`config.mk`:
```
export PLATFORM = sky130hd
export DESIGN_NAME = sbs_top
export DESIGN_NICKNAME = d
export VERILOG_FILES = /design/src/hw/sbs_pkg.sv /design/src/hw/sbs_top.sv
export SDC_FILE = /design/constraint.sdc
export NUM_CORES = 1
export LEC_CHECK = 0
export ABC_AREA = 0
export BUFFER_PORTS_ARGS = -buffer_cell sky130_fd_sc_hd__buf_2
export CAP_MARGIN = 5
export CORE_MARGIN = 3
export CORE_UTILIZATION = 45
export DETAILED_ROUTE_END_ITERATION = 7
export PLACE_DENSITY = 0.73
export SETUP_SLACK_MARGIN = 0.4
export SYNTH_ARGS = -nofsm -noshare
export SYNTH_HDL_FRONTEND = slang
export SYNTH_SLANG_ARGS = --single-unit
```
`constraint.sdc`:
```
create_clock -name clk -period 9.45 [get_ports clk]
set_input_delay 1.4175 -clock clk [delete_from_list [all_inputs] [get_ports clk]]
set_output_delay 1.4175 -clock clk [all_outputs]
set_load 0.01 [all_outputs]
```
`src/hw/sbs_pkg.sv`:
```
package sbs_pkg;

	// ------------------------------------------------------------
	// register map (byte addresses, one aligned word each)
	// ------------------------------------------------------------
	localparam int         ADDR_W  = 5;
	localparam logic [4:0] OFS_TSC = 5'h00; // transmit_status_control
	localparam logic [4:0] OFS_RSC = 5'h04; // receive_status_control
	localparam logic [4:0] OFS_RCR = 5'h08; // rate_control_reg
	localparam logic [4:0] OFS_DVL = 5'h0c; // rate_divisor_low
	localparam logic [4:0] OFS_DVH = 5'h10; // rate_divisor_high
	localparam logic [4:0] OFS_THR = 5'h14; // transmit_holding_reg, write only
	localparam logic [4:0] OFS_RHR = 5'h18; // receive_holding_reg, read only
	localparam logic [4:0] OFS_FLG = 5'h1c; // event flags, read only

	// ------------------------------------------------------------
	// field positions
	// ------------------------------------------------------------
	localparam int TSC_MCS = 7; // master_clock_source
	localparam int TSC_NBE = 6; // ninth_bit_enable
	localparam int TSC_TEN = 5; // transmit_enable_bit
	localparam int TSC_CKM = 4; // clocked (synchronous) mode
	localparam int TSC_BRK = 3; // break_request
	localparam int TSC_RHS = 2; // rate_high_speed
	localparam int TSC_SRE = 1; // shift_reg_empty, read only
	localparam int TSC_NTB = 0; // ninth_transmit_bit
	localparam int RSC_PEN = 7; // port_enable_bit
	localparam int RSC_R9E = 6; // ninth receive bit enable
	localparam int RSC_SRX = 5; // single_receive_enable
	localparam int RSC_CRX = 4; // continuous_receive_enable
	localparam int RSC_ADE = 3; // address detect, stored only
	localparam int RSC_FER = 2; // framing_error_flag, read only
	localparam int RSC_R9D = 0; // received ninth bit, read only
	localparam int RCR_IDL = 6; // receiver idle, read only
	localparam int RCR_POL = 4; // clock_polarity_select
	localparam int RCR_WID = 3; // rate_wide_counter
	localparam int RCR_WAK = 1; // wake_on_break_enable
	localparam int RCR_ABD = 0; // autobaud_arm, stored only
	localparam int FLG_TBE = 0; // transmit_buffer_empty_flag
	localparam int FLG_RRD = 1; // receive_ready_flag

	// ------------------------------------------------------------
	// reset values and writable masks
	// ------------------------------------------------------------
	localparam logic [7:0] REG_RST  = 8'h00;
	localparam logic [7:0] TSC_WMSK = 8'hfd;
	localparam logic [7:0] RSC_WMSK = 8'hf8;
	localparam logic [7:0] RCR_WMSK = 8'h1b;

	// ------------------------------------------------------------
	// bit timing: clocks per bit = (divisor + 1) << shift
	// ------------------------------------------------------------
	localparam logic [2:0] SH_SLOW = 3'h6; // x64
	localparam logic [2:0] SH_MID  = 3'h4; // x16
	localparam logic [2:0] SH_FAST = 3'h2; // x4, also the clocked mode rate
	localparam int         CNT_W   = 24;

	// ------------------------------------------------------------
	// frame lengths in bits
	// ------------------------------------------------------------
	localparam int         FRM_W    = 14;
	localparam int         BRK_ZERO = 12;
	localparam logic [3:0] LEN_BRK  = 4'(BRK_ZERO + 2); // start, zeros, stop
	localparam logic [3:0] LEN_A8   = 4'ha;
	localparam logic [3:0] LEN_A9   = 4'hb;
	localparam logic [3:0] LEN_S8   = 4'h8;
	localparam logic [3:0] LEN_S9   = 4'h9;

	// ------------------------------------------------------------
	// types
	// ------------------------------------------------------------
	typedef enum logic [1:0] {
		TX_IDLE  = 2'b00,
		TX_ASYNC = 2'b01,
		TX_LEAD  = 2'b10,
		TX_TRAIL = 2'b11
	} sbs_tx_st_t;

	typedef enum logic [1:0] {
		RX_IDLE  = 2'b00,
		RX_START = 2'b01,
		RX_DATA  = 2'b10,
		RX_STOP  = 2'b11
	} sbs_rx_st_t;

	// pad driver: value and active-low output enable
	typedef struct packed {
		logic out;
		logic oe_n;
	} sbs_pin_t;

endpackage

```
`src/hw/sbs_top.sv`:
```
// Chosen here: the placing of the registers and register access over APB.
`timescale 1ns/1ps
module sbs_top (
	input  wire logic                        clk,
	input  wire logic                        rst,
	input  wire logic                        psel,
	input  wire logic                        penable,
	input  wire logic                        pwrite,
	input  wire logic [sbs_pkg::ADDR_W-1:0]  paddr,
	input  wire logic [31:0]                 pwdata,
	output      logic [31:0]                 prdata,
	output      logic                        pready,
	output      logic                        pslverr,
	input  wire logic                        data_line_in,
	output      sbs_pkg::sbs_pin_t           data_line_pin,
	output      sbs_pkg::sbs_pin_t           clock_line_pin
);

	// ------------------------------------------------------------
	// apb decode
	// ------------------------------------------------------------
	logic       sel_tsc, sel_rsc, sel_rcr, sel_dvl, sel_dvh, sel_thr, sel_rhr, sel_flg;
	logic       hit, acc, wr, rd_rhr;
	logic [7:0] rd_mux;

	assign sel_tsc = paddr == sbs_pkg::OFS_TSC;
	assign sel_rsc = paddr == sbs_pkg::OFS_RSC;
	assign sel_rcr = paddr == sbs_pkg::OFS_RCR;
	assign sel_dvl = paddr == sbs_pkg::OFS_DVL;
	assign sel_dvh = paddr == sbs_pkg::OFS_DVH;
	assign sel_thr = paddr == sbs_pkg::OFS_THR;
	assign sel_rhr = paddr == sbs_pkg::OFS_RHR;
	assign sel_flg = paddr == sbs_pkg::OFS_FLG;
	assign hit     = sel_tsc | sel_rsc | sel_rcr | sel_dvl | sel_dvh | sel_thr | sel_rhr
	               | sel_flg;
	assign acc     = psel & penable;
	assign wr      = acc & pwrite & hit;
	assign rd_rhr  = acc & ~pwrite & sel_rhr;
	assign pready  = acc;                 // zero wait states
	assign pslverr = acc & ~hit;

	// ------------------------------------------------------------
	// register state
	// ------------------------------------------------------------
	logic [7:0] tsc_q, rsc_q, rcr_q, dvl_q, dvh_q, thr_q, rhr_q;
	logic       thr9_q, thr_full_q, fer_q, r9d_q, rrdy_q;
	logic       pen, ckm, mst, pol, sync_tx, tx_go, brk_done, brk_req;
	logic       wake_clr, rrdy_set;

	assign pen     = rsc_q[sbs_pkg::RSC_PEN];
	assign ckm     = tsc_q[sbs_pkg::TSC_CKM];
	assign mst     = pen & ckm & tsc_q[sbs_pkg::TSC_MCS];
	assign pol     = rcr_q[sbs_pkg::RCR_POL];
	assign sync_tx = mst & ~rsc_q[sbs_pkg::RSC_SRX] & ~rsc_q[sbs_pkg::RSC_CRX];
	assign tx_go   = tsc_q[sbs_pkg::TSC_TEN] & (sync_tx | (pen & ~ckm));
	assign brk_req = tsc_q[sbs_pkg::TSC_BRK] & ~brk_done;

	// ------------------------------------------------------------
	// bit timing from the divisor pair
	// ------------------------------------------------------------
	logic [15:0]               div_eff;
	logic [2:0]                shamt;
	logic [sbs_pkg::CNT_W-1:0] bit_cyc, half_cyc;

	assign div_eff  = rcr_q[sbs_pkg::RCR_WID] ? {dvh_q, dvl_q} : {8'h00, dvl_q};
	assign shamt    = ckm ? sbs_pkg::SH_FAST
	                : ({rcr_q[sbs_pkg::RCR_WID], tsc_q[sbs_pkg::TSC_RHS]} == 2'b11)
	                ? sbs_pkg::SH_FAST
	                : (rcr_q[sbs_pkg::RCR_WID] | tsc_q[sbs_pkg::TSC_RHS])
	                ? sbs_pkg::SH_MID : sbs_pkg::SH_SLOW;
	assign bit_cyc  = ({8'h00, div_eff} + 24'h1) << shamt;
	assign half_cyc = bit_cyc >> 1;

	// ------------------------------------------------------------
	// transmit engine signals
	// ------------------------------------------------------------
	sbs_pkg::sbs_tx_st_t       tx_st_q;
	logic [sbs_pkg::CNT_W-1:0] tx_cnt_q;
	logic [sbs_pkg::FRM_W-1:0] tsh_q, tsh_ld;
	logic [3:0]                tbits_q, tbits_ld;
	logic                      brk_act_q, sclk_q;
	logic                      tx_tick, step_end, tx_done, tx_load, tx_idle;

	assign tx_tick  = tx_cnt_q == 24'h1;
	assign step_end = tx_tick & (tx_st_q == sbs_pkg::TX_ASYNC || tx_st_q == sbs_pkg::TX_TRAIL);
	assign tx_done  = step_end & (tbits_q == 4'h1);
	assign tx_idle  = tx_st_q == sbs_pkg::TX_IDLE;
	assign tx_load  = (tx_idle | tx_done) & thr_full_q & tx_go;
	assign brk_done = tx_done & brk_act_q;

	// load image: lsb first, ninth bit last, async framed, clocked unframed
	assign tsh_ld   = ckm ? {5'h1f, tsc_q[sbs_pkg::TSC_NBE] ? thr9_q : 1'b1, thr_q}
	                : brk_req ? {1'b1, {(sbs_pkg::FRM_W-1){1'b0}}}
	                : tsc_q[sbs_pkg::TSC_NBE] ? {3'h7, 1'b1, thr9_q, thr_q, 1'b0}
	                : {4'hf, 1'b1, thr_q, 1'b0};
	assign tbits_ld = ckm ? (tsc_q[sbs_pkg::TSC_NBE] ? sbs_pkg::LEN_S9 : sbs_pkg::LEN_S8)
	                : brk_req ? sbs_pkg::LEN_BRK
	                : tsc_q[sbs_pkg::TSC_NBE] ? sbs_pkg::LEN_A9 : sbs_pkg::LEN_A8;

	// ------------------------------------------------------------
	// receive signals
	// ------------------------------------------------------------
	sbs_pkg::sbs_rx_st_t       rx_st_q;
	logic [sbs_pkg::CNT_W-1:0] rx_cnt_q;
	logic [3:0]                rbits_q;
	logic [8:0]                rsh_q;
	logic                      rx_s1_q, rx_s2_q, rx_prev_q;
	logic                      rx_on, rx_tick, fall, rise, wake_idle;

	assign rx_on     = pen & ~ckm & rsc_q[sbs_pkg::RSC_CRX] & ~rcr_q[sbs_pkg::RCR_WAK];
	assign rx_tick   = rx_cnt_q == 24'h1;
	assign fall      = rx_prev_q & ~rx_s2_q;
	assign rise      = ~rx_prev_q & rx_s2_q;
	assign wake_idle = pen & ~ckm & rcr_q[sbs_pkg::RCR_WAK] & (rx_st_q == sbs_pkg::RX_IDLE);
	assign wake_clr  = wake_idle & rise;
	assign rrdy_set  = (wake_idle & fall)
	                 | (rx_st_q == sbs_pkg::RX_STOP & rx_tick);

	// ------------------------------------------------------------
	// software registers
	// ------------------------------------------------------------
	logic [7:0] tsc_d, rsc_d, rcr_d;

	assign tsc_d = (wr & sel_tsc) ? (pwdata[7:0] & sbs_pkg::TSC_WMSK) : tsc_q;
	assign rsc_d = (wr & sel_rsc) ? (pwdata[7:0] & sbs_pkg::RSC_WMSK) : rsc_q;
	assign rcr_d = (wr & sel_rcr) ? (pwdata[7:0] & sbs_pkg::RCR_WMSK) : rcr_q;

	// control registers; hardware clears lose to a software set
	always_ff @(posedge clk or posedge rst) begin
		if (rst) begin
			tsc_q <= sbs_pkg::REG_RST;
			rsc_q <= sbs_pkg::REG_RST;
			rcr_q <= sbs_pkg::REG_RST;
			dvl_q <= sbs_pkg::REG_RST;
			dvh_q <= sbs_pkg::REG_RST;
		end else begin
			tsc_q <= tsc_d;
			rcr_q <= rcr_d;
			rsc_q <= rsc_d;
			if (brk_done & ~(wr & sel_tsc))
				tsc_q[sbs_pkg::TSC_BRK] <= 1'b0;
			if (wake_clr & ~(wr & sel_rcr))
				rcr_q[sbs_pkg::RCR_WAK] <= 1'b0;
			if (wr & sel_dvl)
				dvl_q <= pwdata[7:0];
			if (wr & sel_dvh)
				dvh_q <= pwdata[7:0];
		end
	end

	// transmit holding register
	always_ff @(posedge clk or posedge rst) begin
		if (rst) begin
			thr_q      <= sbs_pkg::REG_RST;
			thr9_q     <= 1'b0;
			thr_full_q <= 1'b0;
		end else begin
			if (wr & sel_thr) begin
				thr_q  <= pwdata[7:0];
				thr9_q <= tsc_q[sbs_pkg::TSC_NTB];
			end
			thr_full_q <= pen & ((wr & sel_thr) | (thr_full_q & ~tx_load));
		end
	end

	// read data captured in the setup phase
	always_comb begin
		rd_mux = 8'h00;
		if (sel_tsc)
			rd_mux = {tsc_q[7:2], tx_idle, tsc_q[0]};
		if (sel_rsc)
			rd_mux = {rsc_q[7:3], fer_q, 1'b0, r9d_q};
		if (sel_rcr)
			rd_mux = {1'b0, rx_st_q == sbs_pkg::RX_IDLE, 1'b0, rcr_q[4:0]};
		if (sel_dvl)
			rd_mux = dvl_q;
		if (sel_dvh)
			rd_mux = dvh_q;
		if (sel_rhr)
			rd_mux = rhr_q;
		if (sel_flg)
			rd_mux = {6'h00, rrdy_q, ~thr_full_q};
	end

	always_ff @(posedge clk or posedge rst) begin
		if (rst)
			prdata <= 32'h0;
		else if (psel & ~penable & ~pwrite)
			prdata <= {24'h000000, rd_mux};
	end

	// ------------------------------------------------------------
	// transmit engine
	// ------------------------------------------------------------
	always_ff @(posedge clk or posedge rst) begin
		if (rst) begin
			tx_st_q   <= sbs_pkg::TX_IDLE;
			tx_cnt_q  <= '0;
			tsh_q     <= '1;
			tbits_q   <= 4'h0;
			brk_act_q <= 1'b0;
			sclk_q    <= 1'b0;
		end else if (~pen) begin
			tx_st_q   <= sbs_pkg::TX_IDLE;
			tsh_q     <= '1;
			brk_act_q <= 1'b0;
			sclk_q    <= pol;
		end else if (tx_load) begin
			tx_st_q   <= ckm ? sbs_pkg::TX_LEAD : sbs_pkg::TX_ASYNC;
			tx_cnt_q  <= ckm ? half_cyc : bit_cyc;
			tsh_q     <= tsh_ld;
			tbits_q   <= tbits_ld;
			brk_act_q <= ~ckm & brk_req;
			sclk_q    <= ~pol;
		end else if (tx_done) begin
			tx_st_q   <= sbs_pkg::TX_IDLE;
			tsh_q     <= '1;
			brk_act_q <= 1'b0;
			sclk_q    <= pol;
		end else if (step_end) begin
			tx_st_q   <= ckm ? sbs_pkg::TX_LEAD : sbs_pkg::TX_ASYNC;
			tx_cnt_q  <= ckm ? half_cyc : bit_cyc;
			tsh_q     <= {1'b1, tsh_q[sbs_pkg::FRM_W-1:1]};
			tbits_q   <= tbits_q - 4'h1;
			sclk_q    <= ~pol;
		end else if (tx_st_q == sbs_pkg::TX_LEAD && tx_tick) begin
			tx_st_q   <= sbs_pkg::TX_TRAIL;
			tx_cnt_q  <= half_cyc;
			sclk_q    <= pol;
		end else if (tx_idle) begin
			sclk_q    <= pol;
		end else begin
			tx_cnt_q  <= tx_cnt_q - 24'h1;
		end
	end

	// pins: master drives the clock, and the data line too when no receive enable is set; async drives serial out
	assign clock_line_pin.out  = ckm ? sclk_q : tsh_q[0];
	assign clock_line_pin.oe_n = ~(mst | (pen & ~ckm));
	assign data_line_pin.out   = tsh_q[0];
	assign data_line_pin.oe_n  = ~sync_tx;

	// ------------------------------------------------------------
	// receive line synchroniser
	// ------------------------------------------------------------
	always_ff @(posedge clk or posedge rst) begin
		if (rst) begin
			rx_s1_q   <= 1'b1;
			rx_s2_q   <= 1'b1;
			rx_prev_q <= 1'b1;
		end else begin
			rx_s1_q   <= data_line_in;
			rx_s2_q   <= rx_s1_q;
			rx_prev_q <= rx_s2_q;
		end
	end

	// ------------------------------------------------------------
	// async receiver: feeds the break test by flags and data
	// ------------------------------------------------------------
	always_ff @(posedge clk or posedge rst) begin
		if (rst) begin
			rx_st_q  <= sbs_pkg::RX_IDLE;
			rx_cnt_q <= '0;
			rbits_q  <= 4'h0;
			rsh_q    <= 9'h000;
		end else if (~rx_on) begin
			rx_st_q  <= sbs_pkg::RX_IDLE;
		end else begin
			unique case (rx_st_q)
				sbs_pkg::RX_IDLE: begin
					if (fall) begin
						rx_st_q  <= sbs_pkg::RX_START;
						rx_cnt_q <= half_cyc;
					end
				end
				sbs_pkg::RX_START: begin
					if (rx_tick) begin
						rx_st_q  <= rx_s2_q ? sbs_pkg::RX_IDLE : sbs_pkg::RX_DATA;
						rx_cnt_q <= bit_cyc;
						rbits_q  <= rsc_q[sbs_pkg::RSC_R9E] ? sbs_pkg::LEN_S9 : sbs_pkg::LEN_S8;
					end else
						rx_cnt_q <= rx_cnt_q - 24'h1;
				end
				sbs_pkg::RX_DATA: begin
					if (rx_tick) begin
						rsh_q    <= {rx_s2_q, rsh_q[8:1]};
						rbits_q  <= rbits_q - 4'h1;
						rx_cnt_q <= bit_cyc;
						if (rbits_q == 4'h1)
							rx_st_q <= sbs_pkg::RX_STOP;
					end else
						rx_cnt_q <= rx_cnt_q - 24'h1;
				end
				sbs_pkg::RX_STOP: begin
					if (rx_tick)
						rx_st_q  <= sbs_pkg::RX_IDLE;
					else
						rx_cnt_q <= rx_cnt_q - 24'h1;
				end
			endcase
		end
	end

	// received byte, framing error and ready flag (set beats read-clear)
	always_ff @(posedge clk or posedge rst) begin
		if (rst) begin
			rhr_q  <= sbs_pkg::REG_RST;
			fer_q  <= 1'b0;
			r9d_q  <= 1'b0;
			rrdy_q <= 1'b0;
		end else if (~pen) begin
			fer_q  <= 1'b0;
			rrdy_q <= 1'b0;
		end else begin
			if (rx_st_q == sbs_pkg::RX_STOP && rx_tick) begin
				rhr_q <= rsc_q[sbs_pkg::RSC_R9E] ? rsh_q[7:0] : rsh_q[8:1];
				r9d_q <= rsc_q[sbs_pkg::RSC_R9E] & rsh_q[8];
				fer_q <= ~rx_s2_q;
			end
			rrdy_q <= rrdy_set | (rrdy_q & ~rd_rhr);
		end
	end

endmodule

```
* Yosys cells after proc, flatten, opt, wreduce, memory -nomap -nowiden
Cells that the tools add are included.
** Storage, ports and cells
- Flip-flop bits (word level) :: 149
- Output and inout port bits :: 38
** Operators by class
- Add/subtract/negate cells :: 5
- Equal/unequal tests :: 34
- Shift operators :: 1
- Muxes and demuxes :: 72
- Bitwise operators :: 74
- Reductions and logical operators :: 18
** Operators with widths (count)
- $mux 24 :: 9
- $pmux 24 s3 :: 1
- $mux 8 :: 8
- $mux 14 :: 4
- $eq 24x1->1 const B :: 2
- $sub 24x1->24 const B :: 2
- $and 1x1->1 :: 42
- $mux 2 :: 15
- $mux 13 :: 2
- $mux 4 :: 6
- $shl 17x3->24 :: 1
- $eq 5x5->1 const B :: 4
- $mux 1 :: 19
- $not 1->1 :: 18
- $add 16x1->17 const B :: 1
- $mux 16 :: 1
- $ne 3x3->1 const B :: 5
- $or 1x1->1 :: 14
- $mux 3 :: 4
- $reduce_and 3->1 :: 4
- $eq 2x2->1 const B :: 5
- $eq 5x4->1 const B :: 2
- $mux 10 :: 1
- $eq 4x1->1 const B :: 2
- 21 further kinds :: 32

* Depth between registers and ports, before layout
- Depth after elaboration :: 13
- Depth in mapped cells :: 11
- Depth with buffers taken out :: 9

* Least setup slack after synthesis
Ideal clock, no wire load.
- Path type :: in2out
- From :: input port paddr[1] (netlist name)
- To :: output port pslverr
- Arrival :: 2052 ps
- Data required time :: 8033 ps
- Path slack :: 5980 ps
- Cell stages on the path :: 3
- Path through :: or2_2 clkbuf_1 and2_1
** On the way
- Word-level cells in the longest chain between the ends :: 10
- Elaborated cells on any way between the ends :: 17
** RTL lines
- start, declared :: line sbs_top.sv:9 : input wire logic [sbs_pkg::ADDR_W-1:0] paddr,
- $eq 5x3->1 / $logic_not 5->1 (equally long branches) :: line sbs_top.sv:27, sbs_top.sv:26
- $or 1x1->1 (6 in series) :: line sbs_top.sv:34 : assign hit = sel_tsc | sel_rsc | sel_rcr | sel_dvl | sel_dvh | sel_thr | sel_rhr
- $or 1x1->1 (*) :: line sbs_top.sv:35 : | sel_flg;
- $not 1->1 (*) :: line sbs_top.sv:40 : assign pslverr = acc & ~hit;
- $and 1x1->1 (*) :: line sbs_top.sv:40
- end, declared :: line sbs_top.sv:13 : output logic pslverr,
Every way passes the cells marked *; elsewhere a longest branch is shown, timed or not.

* Final worst setup path
- From :: register tsc_q[2]
- To :: register tx_cnt_q[7] (netlist name)
** On the way
- Word-level cells in the longest chain between the ends :: 9
- Elaborated cells on any way between the ends :: 11
** RTL lines
- start, declared :: line sbs_top.sv:45 : logic [7:0] tsc_q, rsc_q, rcr_q, dvl_q, dvh_q, thr_q, rhr_q;
- start signal, assigned :: line sbs_top.sv:131 : tsc_q <= sbs_pkg::REG_RST;
- start signal, assigned :: line sbs_top.sv:137 : tsc_q <= tsc_d;
- $or 1x1->1 :: line sbs_top.sv:69 : : (rcr_q[sbs_pkg::RCR_WID] | tsc_q[sbs_pkg::TSC_RHS])
- $mux 2 :: line sbs_top.sv:70 : ? sbs_pkg::SH_MID : sbs_pkg::SH_SLOW;
- $mux 3 (*) :: line sbs_top.sv:68 : ? sbs_pkg::SH_FAST
- $mux 3 (*) :: line sbs_top.sv:66 : assign shamt = ckm ? sbs_pkg::SH_FAST
- $shl 17x3->24 (*) :: line sbs_top.sv:71 : assign bit_cyc = ({8'h00, div_eff} + 24'h1) << shamt;
- $mux 24 (on tied branches) :: line sbs_top.sv:226, sbs_top.sv:210, sbs_top.sv:222
- $mux 24 :: line sbs_top.sv:220 : end else if (step_end) begin
- $mux 24 :: line sbs_top.sv:215 : end else if (tx_done) begin
- $mux 24 (*) :: line sbs_top.sv:208 : end else if (tx_load) begin
- end signal, assigned :: line sbs_top.sv:210 : tx_cnt_q <= ckm ? half_cyc : bit_cyc;
- end signal, assigned :: line sbs_top.sv:222 : tx_cnt_q <= ckm ? half_cyc : bit_cyc;
- end signal, assigned :: line sbs_top.sv:228 : tx_cnt_q <= half_cyc;
- end, declared :: line sbs_top.sv:78 : logic [sbs_pkg::CNT_W-1:0] tx_cnt_q;
Every way passes the cells marked *; elsewhere a longest branch is shown, timed or not. The select of a mux whose other input is x is not followed.
A chain may end at the register's enable or synchronous reset.

==> results.yml <==
run_status:
  outcome: "finished, final reports clean"
pwr:
  p_int_mw: 1.10
  powerDensity_nw_per_um2: 144
  power_frac_comb_pct: 15.9
  power_frac_seq_pct: 42.7
  max-vdd-ir-drop_mv: 0.127
  p_switching_mw: 0.525
  swShare_pct: 32.2
  clkPwrFrac_pct: 41.4
  leakagePower_nw: 4.70
  total_power_mw: 1.63
sta:
  fin_tns_setup_ns: 0
  final_hold_viol_count: 0
  min_period_ns: 3.64
  slew_violations: 0
  tightest_slew_ns: 1.07
  setup_viol: 0
  timing.fmax_mhz: 275
  rsz0062_at_grt: "no"
  slew-limit-headroom_pct: 28.6
  fin_skew_ns: 0.0137
  finalCritPeriodShare_pct: 38.5
floorplan:
  core_um2: 22800
  dieArea_um2: 25300
  fp-row-count: 55
  start_util_pct: 46.1
  boundaryPins: 81
  die_w_um: 159
  die_h_um: 159
grt:
  grt_pass1_wl_um: 47400
  grtUsageTotal_pct: 22.8
  grt_max_degree: 84
  grt_pass1_vias: 8675
  antenna_found_initial: 0
  grt_overflow: 0
routing:
  ant_nets: 0
  vias_per_cell: 6.28
  firstDrtPassIters: 5
  num_vias: 9377
  routed_wl_um: 29300
  wl_per_cell_um: 19.7
  drc: 0
  drt_iter0_markers: 1064
layout:
  fill_cells: 2133
  drive_gt1_share_pct: 17.5
  nets: 1224
  num_antenna_cells: 0
  area_growth_pct: 7.26
clock_network:
  clockBufferDepth: 2
  ctsRootBufferMaster: "clkbuf_16"
  clk_latency_ns: 0.44
  postCtsSetupBuffers: 0
  htree_levels: 4
  cts_tree: "built"
  cts-resized-gates: 0
  cts.sinks: 148
  cts_made_buffers: 17
  ctsHoldBuffers: 0
  cts.reportedPaths.clkPinSlew_ns: 0.07
logic_synthesis:
  synthTopCellsByArea: "dfrtp_1 (31%), mux2_2 (5.3%), nand2_1 (5.0%)"
  synthCells: 1186
  ys_seq_area_share_pct: 35.4
  synthFlopType: "dfrtp_1"
  synth_top_area_share_pct: 31.4
  async_flop_share_pct: 100
  ys_ff_latch: 148
  synthesis.area_um2: 10500
  ys_warn_count: 0
  ys_types: 102
  avgSynthCellArea_um2: 8.88
  synth_edf_count: 0
  synth.largest_area_cell: "dfrtp_1"
critical_path:
  slowest_stage: "nand2b_1"
  startpoint_type: "flip-flop"
  cp_data_required_time_ns: 9.82
  cp_common_cell: "nand3_1"
  worst-path-max-fanout: 27
  worstSetupPathType: "flip-flop to flip-flop"
  slowest_delay_ns: 0.83
  arrival_ns: 4.01
  end_kind: "flip-flop"
  crit_chain: "ha_1, nand2b_1, nand3_1, a22o_1, a211oi_1, o21ai_0, a211o_1, nand3_1"
flow_run:
  cap_violations: 0
placed_design:
  gp_congestion: 0.972
  portBuffers: 32
  dp_hpwl_um: 20300
min_path:
  hold_path_class: "flip-flop to flip-flop"
[state kept, by name, indices dropped and copies added, names as in the netlist, 5 cells and up]
signal    cells
dvh_q         8
rx_cnt_q     24
thr_q         8
dvl_q         8
tx_cnt_q     24
prdata        8
rsc_q         5
rhr_q         8
tsc_q         7
rsh_q         9
tsh_q        13
[cell usage after synthesis, drive strengths merged, types with 9 or more instances]
library cell / count
mux2: 50
xnor2: 17
dfstp: 16
nor2: 83
o211ai: 19
ha: 14
nand2: 143
a22o: 10
nor4: 20
nand4: 19
o31ai: 12
a211oi: 16
clkbuf: 42
dfrtp: 132
nor3: 40
xor2: 19
a21oi: 52
a22oi: 12
and2: 15
a221oi: 12
or3: 14
o21ai: 92
buf: 65
nand3: 43
mux2i: 25
o22ai: 9
a31oi: 16
inv: 27
[per-stage QoR]
| stage | util (%) | worst slack, ns | cell area (µm²) | instances | hold WS [ns] |
|---|---|---|---|---|---|
| after global placement | 46.9 | 5.83 | 10700 | 1461 | 0.347 |
| final | 49.4 | 5.81 | 11300 | 1493 | 0.357 |
| after floorplan | - | 4.08 | 10600 | 1209 | 0.345 |
| after global routing | 49.4 | 5.70 | 11300 | 1493 | 0.359 |
| after detailed placement | 46.9 | 5.83 | 10700 | 1461 | 0.349 |
| after CTS | 49.4 | 5.82 | 11300 | 1493 | 0.358 |
[path summary, 6_finish.rpt]
path	depth (start not counted)	startpoint	slack (ns)	endpoint
max	8	tsc_q[2]	5.81	tx_cnt_q[7]
min	0	rx_s1_q	0.36	rx_s2_q
max reg2reg	8	tsc_q[2]	5.81	tx_cnt_q[7]
min reg2reg	0	rx_s1_q	0.36	rx_s2_q
max in group asynchronous	3	rst	6.85	rcr_q[4]
min in group asynchronous	2	rst	1.08	brk_act_q
[layout by cell type, fill, tap and decap left out, drive strengths merged, types with 7 or more instances in the layout]
cell and instances:
a22oi 12, xor2 19, a31oi 16, dfstp 16, o211ai 19, a221oi 12
and4 7, mux2i 25, or3 14, o31ai 12, nor2 83, nand4 19
nor4 20, a21boi 8, o22ai 9, xnor2 17, dfrtp 132, inv 37
a211oi 16, o21ai 92, nand3 43, and2 15, or4 7, buf 46
nand3b 8, nand2b 8, ha 14, nor3 40, nand2 143, nor2b 7
mux2 50, a22o 10, a21oi 52, clkbuf 18, conb 24
[power groups by stage]
stage / Sequential (mW) / Clock (mW) / Combinational (mW)
after floorplan: 0.681 / 0 / 0.210
after global placement: 0.705 / 0 / 0.248
after detailed placement: 0.706 / 0 / 0.252
after CTS: 0.694 / 0.678 / 0.254
after global routing: 0.698 / 0.702 / 0.278
final: 0.695 / 0.673 / 0.259
[cell type report]
| class | count | area [µm²] | share of cell area [%] |
|---|---|---|---|
| Clock buffer | 18 | 439 | 3.89 |
| Clock inverter | 14 | 135 | 1.20 |
| Multi-Input combinational cell | 927 | 6240 | 55.2 |
| Tap cell | 313 | 392 | 3.47 |
| Inverter | 27 | 106 | 0.941 |
| Timing Repair Buffer | 46 | 265 | 2.35 |
| Sequential cell | 148 | 3720 | 33.0 |
[critical path, delay by kind of cell (launching register included)]
kind	cells	cell delay, ns
AOI/OAI and AO/OA	4	1.62
and+or+nand+nor	3	1.05
adders and majority gates	1	0.47
DFF	1	0.41
[cells by family after synthesis]
kind of cell | share of synthesized area, %
and+or+nand+nor | 23.7
buffers and inverters | 6.37
DFF | 35.4
AOI/OAI and AO/OA | 21.5
muxes | 8.36
other | 0.0356
xor gates and xnor gates | 2.99
adders and majority gates | 1.66
[per-layer routing]
| metal | up-vias | routed length [µm] | GRT usage (%) | share of wire (%) |
|---|---|---|---|---|
| met5 | - | 0 | 0 | 0 |
| met4 | 0 | 825 | 7.60 | 2.8 |
| met3 | 55 | 1790 | 3.07 | 6.1 |
| met2 | 393 | 13700 | 36.0 | 47 |
| met1 | 4613 | 13100 | 32.6 | 45 |
| li1 | 4316 | - | - | - |
(Power assumes the default switching activity.)
